===== config.mk =====
export PLATFORM = sky130hd
export DESIGN_NAME = clock_select_prescale_power_modes
export DESIGN_NICKNAME = d
export VERILOG_FILES = /design/src/clock_control_pkg.sv /design/src/clock_select_prescale_power_modes.sv
export SDC_FILE = /design/constraint.sdc
export NUM_CORES = 1
export LEC_CHECK = 0
export ABC_AREA = 1
export BUFFER_PORTS_ARGS = -buffer_cell sky130_fd_sc_hd__buf_2
export CORE_AREA = 2 2 127 129
export DETAILED_ROUTE_END_ITERATION = 10
export DIE_AREA = 0 0 129 131
export HOLD_SLACK_MARGIN = 0.06
export PLACE_DENSITY = 0.65
export REMOVE_ABC_BUFFERS = 1
export SLEW_MARGIN = 40
export SYNTH_ARGS = -nofsm -noshare
export SYNTH_HDL_FRONTEND = slang
export SYNTH_SLANG_ARGS = --single-unit

===== constraint.sdc =====
create_clock -name aclk -period 2.14 [get_ports aclk]
set_input_delay 0.642 -clock aclk [delete_from_list [all_inputs] [get_ports aclk]]
set_output_delay 0.642 -clock aclk [all_outputs]
set_load 0.005 [all_outputs]

===== src/clock_control_pkg.sv =====
// Package: register map, field positions, reset values and mode codes of the clock block
package clock_control_pkg;
    localparam logic [4:0] clock_reset_control_offset  = 5'h00;
    localparam logic [4:0] fast_clock_prescaler_offset = 5'h04;
    localparam logic [4:0] slow_clock_prescaler_offset = 5'h08;
    localparam logic [4:0] aux_clock_prescaler_offset  = 5'h0c;
    localparam logic [4:0] clock_status_offset         = 5'h10;

    // Control register field positions
    localparam int slow_source_select_bit  = 0;
    localparam int fast_source_select_bit  = 1;
    localparam int pll_power_down_bit      = 2;
    localparam int aux_clock1_enable_bit   = 3;
    localparam int aux_clock2_enable_bit   = 4;
    localparam int power_on_flag_bit       = 5;

    // Prescaler field positions
    localparam int fast_clock_divisor_lsb  = 0;
    localparam int pll_multiplier_lsb      = 4;
    localparam int aux_clock1_divisor_lsb  = 0;
    localparam int aux_clock2_divisor_lsb  = 4;

    // Values after reset
    localparam logic       slow_source_select_reset = 1'b0;
    localparam logic       fast_source_select_reset = 1'b1;
    localparam logic       pll_power_down_reset     = 1'b1;
    localparam logic       aux_enable_reset         = 1'b0;
    localparam logic       power_on_flag_reset      = 1'b1;
    localparam logic [7:0] fast_clock_prescaler_reset = 8'h4f;
    localparam logic [7:0] slow_clock_prescaler_reset = 8'hb6;
    localparam logic [7:0] aux_clock_prescaler_reset  = 8'hff;

    // PLL multiplier codes; all others reserved
    localparam logic [2:0] pll_times3 = 3'h3;
    localparam logic [2:0] pll_times4 = 3'h4;
    localparam logic [2:0] pll_times5 = 3'h5;

    localparam logic [1:0] resp_okay   = 2'h0;
    localparam logic [1:0] resp_slverr = 2'h2;

    typedef enum logic [1:0] {
        mode_active = 2'b00,
        mode_save   = 2'b01,
        mode_idle   = 2'b10,
        mode_halt   = 2'b11
    } power_mode_t;
endpackage


===== src/clock_select_prescale_power_modes.sv =====
// Clock source selection, prescalers and power-mode clock gating with an AXI4-Lite slave

module clk_divider #(
    parameter int W = 4
) (
    input  wire logic         aclk,
    input  wire logic         aresetn,
    input  wire logic         src_level,
    input  wire logic         run,
    input  wire logic [W-1:0] divisor,
    output logic              clk_out
);
    logic         src_prev;
    logic [W-1:0] cnt;
    logic [W:0]   half;
    logic         src_edge;

    assign src_edge = src_level & ~src_prev;
    // Extra bit keeps an all-ones divisor from wrapping the period to zero
    assign half     = ({1'b0, divisor} + (W+1)'(1)) >> 1;

    always_ff @(posedge aclk) begin
        if (!aresetn) begin
            src_prev <= 1'b0;
        end else begin
            src_prev <= src_level;
        end
    end

    always_ff @(posedge aclk) begin
        if (!aresetn || !run) begin
            cnt <= '0;
        end else if (src_edge) begin
            cnt <= (cnt >= divisor) ? '0 : cnt + 1'b1;
        end
    end

    // Divide by divisor+1 counted on source rising edges; high for the first half
    always_ff @(posedge aclk) begin
        if (!aresetn || !run) begin
            clk_out <= 1'b0;
        end else if (divisor == '0) begin
            clk_out <= src_level;
        end else begin
            clk_out <= ({1'b0, cnt} < half);
        end
    end
endmodule

module clock_select_prescale_power_modes
    import clock_control_pkg::*;
#(
    parameter logic [7:0] programming_mode_fast_clock_prescaler_reset = 8'h0f
) (
    input  wire logic                          aclk,
    input  wire logic                          aresetn,
    // AXI4-Lite slave
    input  wire logic [4:0]                    awaddr,
    input  wire logic                          awvalid,
    output logic                               awready,
    input  wire logic [31:0]                   wdata,
    input  wire logic [3:0]                    wstrb,
    input  wire logic                          wvalid,
    output logic                               wready,
    output logic [1:0]                         bresp,
    output logic                               bvalid,
    input  wire logic                          bready,
    input  wire logic [4:0]                    araddr,
    input  wire logic                          arvalid,
    output logic                               arready,
    output logic [31:0]                        rdata,
    output logic [1:0]                         rresp,
    output logic                               rvalid,
    input  wire logic                          rready,
    // Clock sources, sampled as levels
    input  wire logic                          main_clk,
    input  wire logic                          lf_osc_clk,
    input  wire logic                          pll_clk,
    input  wire logic                          main_osc_stable,
    input  wire logic                          pll_locked,
    input  wire logic                          power_up_detected,
    input  wire logic                          programming_mode,
    // From the power manager
    input  wire clock_control_pkg::power_mode_t mode_request,
    input  wire logic                          pll_disable_in_save,
    input  wire logic                          osc_disable_in_save,
    // Clock outputs and controls
    output logic                               sys_clk,
    output logic                               slow_clk,
    output logic                               aux_clk1,
    output logic                               aux_clk2,
    output logic                               pll_stop,
    output logic                               main_osc_enable,
    output logic [2:0]                         pll_multiplier,
    output clock_control_pkg::power_mode_t     power_mode
);
    import clock_control_pkg::*;

    logic        slow_source_select;
    logic        fast_source_select;
    logic        pll_power_down;
    logic        aux_clock1_enable;
    logic        aux_clock2_enable;
    logic        power_on_flag;
    logic [7:0]  fast_clock_prescaler;
    logic [7:0]  slow_clock_prescaler;
    logic [7:0]  aux_clock_prescaler;

    logic        aw_full;
    logic        w_full;
    logic [4:0]  aw_addr_q;
    logic [7:0]  w_byte_q;
    logic        w_lane0_q;
    logic        do_write;
    logic        next_aw_full;
    logic        next_w_full;
    logic        next_rvalid;
    logic        wr_hit;
    logic        rd_hit;
    logic [7:0]  rd_value;

    logic        mux_sel_pll;
    logic        presc_level;
    logic        main_running;
    logic        sys_div_out;
    logic        slow_div_out;
    logic        aux1_div_out;
    logic        aux2_div_out;
    logic        aux1_run;
    logic        aux2_run;
    logic        slow_run;

    // AXI4-Lite write path: address and data held separately, taken in either order
    assign do_write     = aw_full & w_full & ~bvalid;
    assign next_aw_full = (aw_full & ~do_write) | (awvalid & awready);
    assign next_w_full  = (w_full & ~do_write) | (wvalid & wready);
    assign next_rvalid  = (rvalid & ~rready) | (arvalid & arready);
    assign wr_hit       = (aw_addr_q == clock_reset_control_offset)
                        | (aw_addr_q == fast_clock_prescaler_offset)
                        | (aw_addr_q == slow_clock_prescaler_offset)
                        | (aw_addr_q == aux_clock_prescaler_offset);

    always_ff @(posedge aclk) begin
        if (!aresetn) begin
            aw_full   <= 1'b0;
            w_full    <= 1'b0;
            awready   <= 1'b0;
            wready    <= 1'b0;
            aw_addr_q <= '0;
            w_byte_q  <= '0;
            w_lane0_q <= 1'b0;
        end else begin
            aw_full <= next_aw_full;
            w_full  <= next_w_full;
            awready <= ~next_aw_full;
            wready  <= ~next_w_full;
            if (awvalid && awready) begin
                aw_addr_q <= {awaddr[4:2], 2'b00};
            end
            if (wvalid && wready) begin
                w_byte_q  <= wdata[7:0];
                w_lane0_q <= wstrb[0];
            end
        end
    end

    always_ff @(posedge aclk) begin
        if (!aresetn) begin
            bvalid <= 1'b0;
            bresp  <= resp_okay;
        end else if (do_write) begin
            bvalid <= 1'b1;
            bresp  <= (wr_hit || aw_addr_q == clock_status_offset) ? resp_okay : resp_slverr;
        end else if (bready) begin
            bvalid <= 1'b0;
        end
    end

    // Read path
    always_comb begin
        rd_hit   = 1'b1;
        rd_value = 8'h00;
        case ({araddr[4:2], 2'b00})
            clock_reset_control_offset: begin
                rd_value = {2'b00, power_on_flag, aux_clock2_enable, aux_clock1_enable,
                            pll_power_down, fast_source_select, slow_source_select};
            end
            fast_clock_prescaler_offset: rd_value = fast_clock_prescaler;
            slow_clock_prescaler_offset: rd_value = slow_clock_prescaler;
            aux_clock_prescaler_offset:  rd_value = aux_clock_prescaler;
            clock_status_offset: begin
                rd_value = {1'b0, main_running, pll_locked, main_osc_enable, pll_stop,
                            mux_sel_pll, power_mode};
            end
            default: rd_hit = 1'b0;
        endcase
    end

    always_ff @(posedge aclk) begin
        if (!aresetn) begin
            rvalid  <= 1'b0;
            arready <= 1'b0;
            rdata   <= '0;
            rresp   <= resp_okay;
        end else begin
            rvalid  <= next_rvalid;
            arready <= ~next_rvalid;
            if (arvalid && arready) begin
                rdata <= {24'h000000, rd_value};
                rresp <= rd_hit ? resp_okay : resp_slverr;
            end
        end
    end

    // Control register
    always_ff @(posedge aclk) begin
        if (!aresetn) begin
            slow_source_select <= slow_source_select_reset;
            fast_source_select <= fast_source_select_reset;
            pll_power_down     <= pll_power_down_reset;
            aux_clock1_enable  <= aux_enable_reset;
            aux_clock2_enable  <= aux_enable_reset;
        end else if (do_write && w_lane0_q && aw_addr_q == clock_reset_control_offset) begin
            slow_source_select <= w_byte_q[slow_source_select_bit];
            aux_clock1_enable  <= w_byte_q[aux_clock1_enable_bit];
            aux_clock2_enable  <= w_byte_q[aux_clock2_enable_bit];
            if (w_byte_q[fast_source_select_bit]) begin
                fast_source_select <= 1'b1;
            end else if (!pll_power_down && pll_locked) begin
                fast_source_select <= 1'b0;
            end
            if (!w_byte_q[pll_power_down_bit]) begin
                pll_power_down <= 1'b0;
            end else if (fast_source_select) begin
                pll_power_down <= 1'b1;
            end
        end
    end

    // Power-on flag: hardware set wins over a software clear in the same cycle
    always_ff @(posedge aclk) begin
        if (!aresetn) begin
            power_on_flag <= power_on_flag_reset;
        end else if (power_up_detected) begin
            power_on_flag <= 1'b1;
        end else if (do_write && w_lane0_q && aw_addr_q == clock_reset_control_offset
                     && !w_byte_q[power_on_flag_bit]) begin
            power_on_flag <= 1'b0;
        end
    end

    // Prescaler registers; reset value of the fast one depends on programming mode
    always_ff @(posedge aclk) begin
        if (!aresetn) begin
            fast_clock_prescaler <= programming_mode ? programming_mode_fast_clock_prescaler_reset
                                                     : fast_clock_prescaler_reset;
            slow_clock_prescaler <= slow_clock_prescaler_reset;
            aux_clock_prescaler  <= aux_clock_prescaler_reset;
        end else if (do_write && w_lane0_q) begin
            if (aw_addr_q == fast_clock_prescaler_offset) begin
                fast_clock_prescaler <= {1'b0, w_byte_q[6:0]};
            end
            if (aw_addr_q == slow_clock_prescaler_offset) begin
                slow_clock_prescaler <= w_byte_q;
            end
            if (aw_addr_q == aux_clock_prescaler_offset) begin
                aux_clock_prescaler <= w_byte_q;
            end
        end
    end

    always_ff @(posedge aclk) begin
        if (!aresetn) begin
            pll_multiplier <= fast_clock_prescaler_reset[pll_multiplier_lsb +: 3];
        end else begin
            pll_multiplier <= fast_clock_prescaler[pll_multiplier_lsb +: 3];
        end
    end

    // Power mode: idle and halt accepted only from active with both disables set
    always_ff @(posedge aclk) begin
        if (!aresetn) begin
            power_mode <= mode_active;
        end else begin
            case (mode_request)
                mode_active: power_mode <= mode_active;
                mode_save: begin
                    if (power_mode == mode_active) begin
                        power_mode <= mode_save;
                    end
                end
                mode_idle, mode_halt: begin
                    if (power_mode == mode_active && pll_disable_in_save
                        && osc_disable_in_save) begin
                        power_mode <= mode_request;
                    end
                end
                default: power_mode <= power_mode;
            endcase
        end
    end

    // Oscillator and PLL enables per mode
    always_ff @(posedge aclk) begin
        if (!aresetn) begin
            main_osc_enable <= 1'b1;
            pll_stop        <= 1'b1;
        end else begin
            case (power_mode)
                mode_active: main_osc_enable <= 1'b1;
                mode_save:   main_osc_enable <= ~(osc_disable_in_save & slow_source_select);
                default:     main_osc_enable <= 1'b0;
            endcase
            pll_stop <= pll_power_down | (power_mode == mode_idle) | (power_mode == mode_halt)
                      | ((power_mode == mode_save) & pll_disable_in_save);
        end
    end

    assign main_running = main_osc_enable & main_osc_stable;

    // Glitch-free source switch: change only while both source levels are low
    always_ff @(posedge aclk) begin
        if (!aresetn) begin
            mux_sel_pll <= 1'b0;
        end else if (!main_clk && !pll_clk) begin
            mux_sel_pll <= ~fast_source_select;
        end
    end

    assign presc_level = mux_sel_pll ? (pll_clk & ~pll_stop) : (main_clk & main_running);
    assign aux1_run    = aux_clock1_enable & main_running;
    assign aux2_run    = aux_clock2_enable & main_running;
    assign slow_run    = (power_mode != mode_halt) & main_running;

    clk_divider #(.W(4)) sys_divider (
        .aclk      (aclk),
        .aresetn   (aresetn),
        .src_level (presc_level),
        .run       (power_mode == mode_active),
        .divisor   (fast_clock_prescaler[fast_clock_divisor_lsb +: 4]),
        .clk_out   (sys_div_out)
    );

    clk_divider #(.W(9)) slow_divider (
        .aclk      (aclk),
        .aresetn   (aresetn),
        .src_level (main_clk),
        .run       (slow_run),
        .divisor   ({slow_clock_prescaler, 1'b1}),
        .clk_out   (slow_div_out)
    );

    clk_divider #(.W(4)) aux1_divider (
        .aclk      (aclk),
        .aresetn   (aresetn),
        .src_level (main_clk),
        .run       (aux1_run),
        .divisor   (aux_clock_prescaler[aux_clock1_divisor_lsb +: 4]),
        .clk_out   (aux1_div_out)
    );

    clk_divider #(.W(4)) aux2_divider (
        .aclk      (aclk),
        .aresetn   (aresetn),
        .src_level (main_clk),
        .run       (aux2_run),
        .divisor   (aux_clock_prescaler[aux_clock2_divisor_lsb +: 4]),
        .clk_out   (aux2_div_out)
    );

    // Clock outputs
    always_ff @(posedge aclk) begin
        if (!aresetn) begin
            slow_clk <= 1'b0;
            aux_clk1 <= 1'b0;
            aux_clk2 <= 1'b0;
            sys_clk  <= 1'b0;
        end else begin
            if (power_mode == mode_halt) begin
                slow_clk <= 1'b0;
            end else begin
                slow_clk <= slow_source_select ? lf_osc_clk : slow_div_out;
            end
            aux_clk1 <= aux1_div_out;
            aux_clk2 <= aux2_div_out;
            case (power_mode)
                mode_active: sys_clk <= sys_div_out;
                mode_save:   sys_clk <= slow_source_select ? lf_osc_clk : slow_div_out;
                default:     sys_clk <= 1'b0;
            endcase
        end
    end
endmodule


==> flow_metrics.tcl <==
set metrics [dict create \
    synthCells 693 \
    place_hpwl_mm 9.479 \
    crit_family "simple AND/OR/NAND/NOR gates" \
    clkLatencyLatePin_ns 0.34 \
    drv_cap 0 \
    num_vias 4559 \
    io_buffers 58 \
    yosysTopAreaCellShare 0.3350 \
    dr.pass1.iters 6 \
    required_ns 2.36 \
    finalMaxSlewViolations 0 \
    setup_ws_ns 0.1481 \
    die_y_um 131 \
    clockRootBuffer "clkbuf_16" \
    ys_async_sr_fraction 0 \
    peakVddDrop_mv 0.3725 \
    die-area_mm2 0.01690 \
    reg2regPathDepth 11 \
    min_to "aux_clk1" \
    cts.path.max_buffers 2 \
    syn_area_mm2 0.005379 \
    synth_area_leader_cell "dfxtp_1" \
    die_w_um 129 \
    clk_pin_slew_ns 0.07 \
    reg2reg_to "slow_divider.clk_out" \
    worst_setup_path_start_kind "flop" \
    crit_chain "ha_2 -> nand3_1 -> nor2_1 -> nand2_1 -> xor2_1 -> ha_1 -> nand2_1 -> nor2_1 -> o211ai_1 -> nand3_1 -> nor3_2" \
    critical_path.slowest_cell "dfxtp_1" \
    hp-class "reg2reg" \
    final_net_count 866 \
    syn_to_final_growth_pct 14.35 \
    cts_tree "done" \
    ctsHtreeMaxLevel 3 \
    num_antenna_cells 0 \
    cts_inserted_buffers 9 \
    antenna_found_initial 0 \
    postRouteAntennaNets 0 \
    fmax_mhz 502.0 \
    synth_edf_count 7 \
    grt_overflow_total 0 \
    hold_depth 2 \
    synth_area_leaders "dfxtp_1, ha_1, nand2_1" \
    holdCritStartpoint "aux1_divider.clk_out" \
    drc_errors 0 \
    grt_pass1_wl_mm 20.33 \
    max-slew-margin-rel 0.6527 \
    crit_path_end_kind "flop" \
    nFillCells 1615 \
    viasPerCell 4.676 \
    critical_path_class "reg2reg" \
    synthFlopType "dfxtp_1" \
    ys_types 40 \
    gp_congestion 0.8613 \
    worst-endpoint-arrival_ns 2.21 \
    core_area_mm2 0.01560 \
    ys_seq_area_frac 0.3740 \
    rr_startpoint "slow_clock_prescaler[1]" \
    first_global_vias 4167 \
    cts_setup_buffers 0 \
    ctsHoldBuffers 0 \
    status "finished, final reports clean" \
    dr.first_iter.drc_count 335 \
    crit_fanout 4 \
    cts_resized 0 \
    max_stage_delay_ns 0.38 \
    period_needed_ns 1.992 \
    yosys_register_bits 97 \
    power_leakage_uw 0.002989 \
    cp.buffers_inverters 0 \
    syn_avg_cell_area_um2 7.762 \
    synth_warnings 0 \
    worst_pin_slew_ns 0.5198 \
    drt-total-wl_mm 12.17 \
    io-pin-count 116 \
    avgRoutedWirePerCell_um 12.48 \
    setup_tns_ns 0 \
    rows 46 \
    initial_core_util 0.3449 \
    clock_skew_ns 0.007655 \
    hold_viol 0 \
    setup_viol 0 \
    period_share 0.9308 \
    cts_sinks 97 \
    grt_max_degree 20 \
    grtUsageTotal 0.1513 \
    r2r_slack_ns 0.15 \
    dp_slack_ns 0.1450 \
    final_layout_size_suffix_gt1_frac 0.1383 \
    rsz0062_at_grt "false" \
    p_per_area_mw_per_mm2 658.7 \
]
-- logic make-up (layout without fill, tap and decap cells) --
| logic type | Yosys count | after routing | share of synthesized area |
|---|---|---|---|
| compound gates | 126 | 126 | 0.1289 |
| xor+xnor | 22 | 22 | 0.03582 |
| fa+ha+maj | 48 | 48 | 0.1117 |
| buf+inv | 128 | 169 | 0.1154 |
| flops | 97 | 97 | 0.3740 |
| mux | 1 | 1 | 0.001861 |
| other cells | 1 | 26 | 0.0006972 |
| simple gates | 270 | 270 | 0.2317 |
-- sequential cells by signal, summed over array words and instances, names as in the netlist, 2 cells and up --
name / count
w_byte_q: 8
pll_multiplier: 3
sys_divider.cnt: 4
aux1_divider.cnt: 4
fast_clock_prescaler: 7
aux2_divider.cnt: 4
aw_addr_q: 3
power_mode: 2
aux_clock_prescaler: 8
slow_divider.cnt: 9
slow_clock_prescaler: 8
rdata: 8
-- metal layers --
layer  up-vias  part of all wire  GRT usage
met4         0             0.013    0.03900
met3        14             0.049    0.03094
met2       107              0.44     0.2437
met1      2063              0.50     0.2080
li1       2375                 -          -
met5         -                 0          0
-- cells in the mapped netlist (3+ instances only) --
cell type and count:
buf_2 8, ha_1 48, nor2_1 60, inv_1 80, nand4_1 20, buf_4 26
nand2_1 118, clkbuf_1 6, nand2_2 3, a21oi_1 55, buf_6 4, o21ai_0 44
xnor2_1 6, a21boi_0 4, xor2_1 16, o211ai_1 10, dfxtp_1 90, nand3_1 50
edfxtp_1 7, o21bai_1 7, nor3_1 6
-- stage by stage --
| step | instance area, µm² | util | total power, µW | instances | hold slack, ns |
|---|---|---|---|---|---|
| 2_1_floorplan | 5170 | - | 2164 | 674 | 0.3900 |
| 3_3_place_gp | 5813 | 0.3727 | 2322 | 959 | 0.4015 |
| 3_5_place_dp | 5813 | 0.3727 | 2325 | 959 | 0.3986 |
| 4_1_cts | 6142 | 0.3938 | 4091 | 975 | 0.4131 |
| 5_1_grt | 6151 | 0.3944 | 4217 | 975 | 0.4347 |
| 6_report | 6151 | 0.3944 | 4051 | 975 | 0.4116 |
-- area by class of cell --
| type | instances | area, µm² | share of cell area |
|---|---|---|---|
| tap | 216 | 270.3 | 0.04394 |
| clock buffer | 10 | 239.0 | 0.03885 |
| inverter | 84 | 317.8 | 0.05167 |
| clock inverter | 6 | 90.09 | 0.01465 |
| sequential | 97 | 2013 | 0.3273 |
| timing repair buffer | 69 | 372.9 | 0.06062 |
| multi-input combinational | 493 | 2848 | 0.4630 |
-- worst max-delay path by stage --
stage	from	depth (start not counted)	slack (ns)	endpoint
6_report	slow_clock_prescaler[1]	11	0.15	slow_divider.clk_out
5_1_grt	slow_clock_prescaler[1]	11	0.01	slow_divider.clk_out
4_1_cts	slow_clock_prescaler[0]	11	0.13	slow_divider.clk_out
3_5_place_dp	slow_clock_prescaler[0]	11	0.14	slow_divider.clk_out
3_3_place_gp	slow_clock_prescaler[0]	11	0.19	slow_divider.clk_out
2_1_floorplan	slow_clock_prescaler[0]	11	0.38	slow_divider.clk_out
-- worst reg2reg max path, cell delays in order (launching register included) --
cell and delay [ns]:
dfxtp_1 0.38, ha_2 0.21, nand3_1 0.12, nor2_1 0.14, nand2_1 0.08, xor2_1 0.16, ha_1 0.31, nand2_1 0.05
nor2_1 0.13, o211ai_1 0.11, nand3_1 0.13, nor3_2 0.05
-- power by group --
group	internal (µW)	switching, µW
registers	1890	43.1
logic	123	235
clock network	1060	702
-- cell usage in the layout (no fill, tap or decap), types with 16 or more instances in the layout --
master	synthesis	layout
o21ai_0	44	44
inv_1	80	80
nor2_1	60	60
nand3_1	50	50
buf_2	8	58
xor2_1	16	16
nand4_1	20	20
a21oi_1	55	55
ha_1	48	47
nand2_1	118	118
dfxtp_1	90	89
conb_1	1	26
No activity file was read; power rests on OpenSTA's default activity.
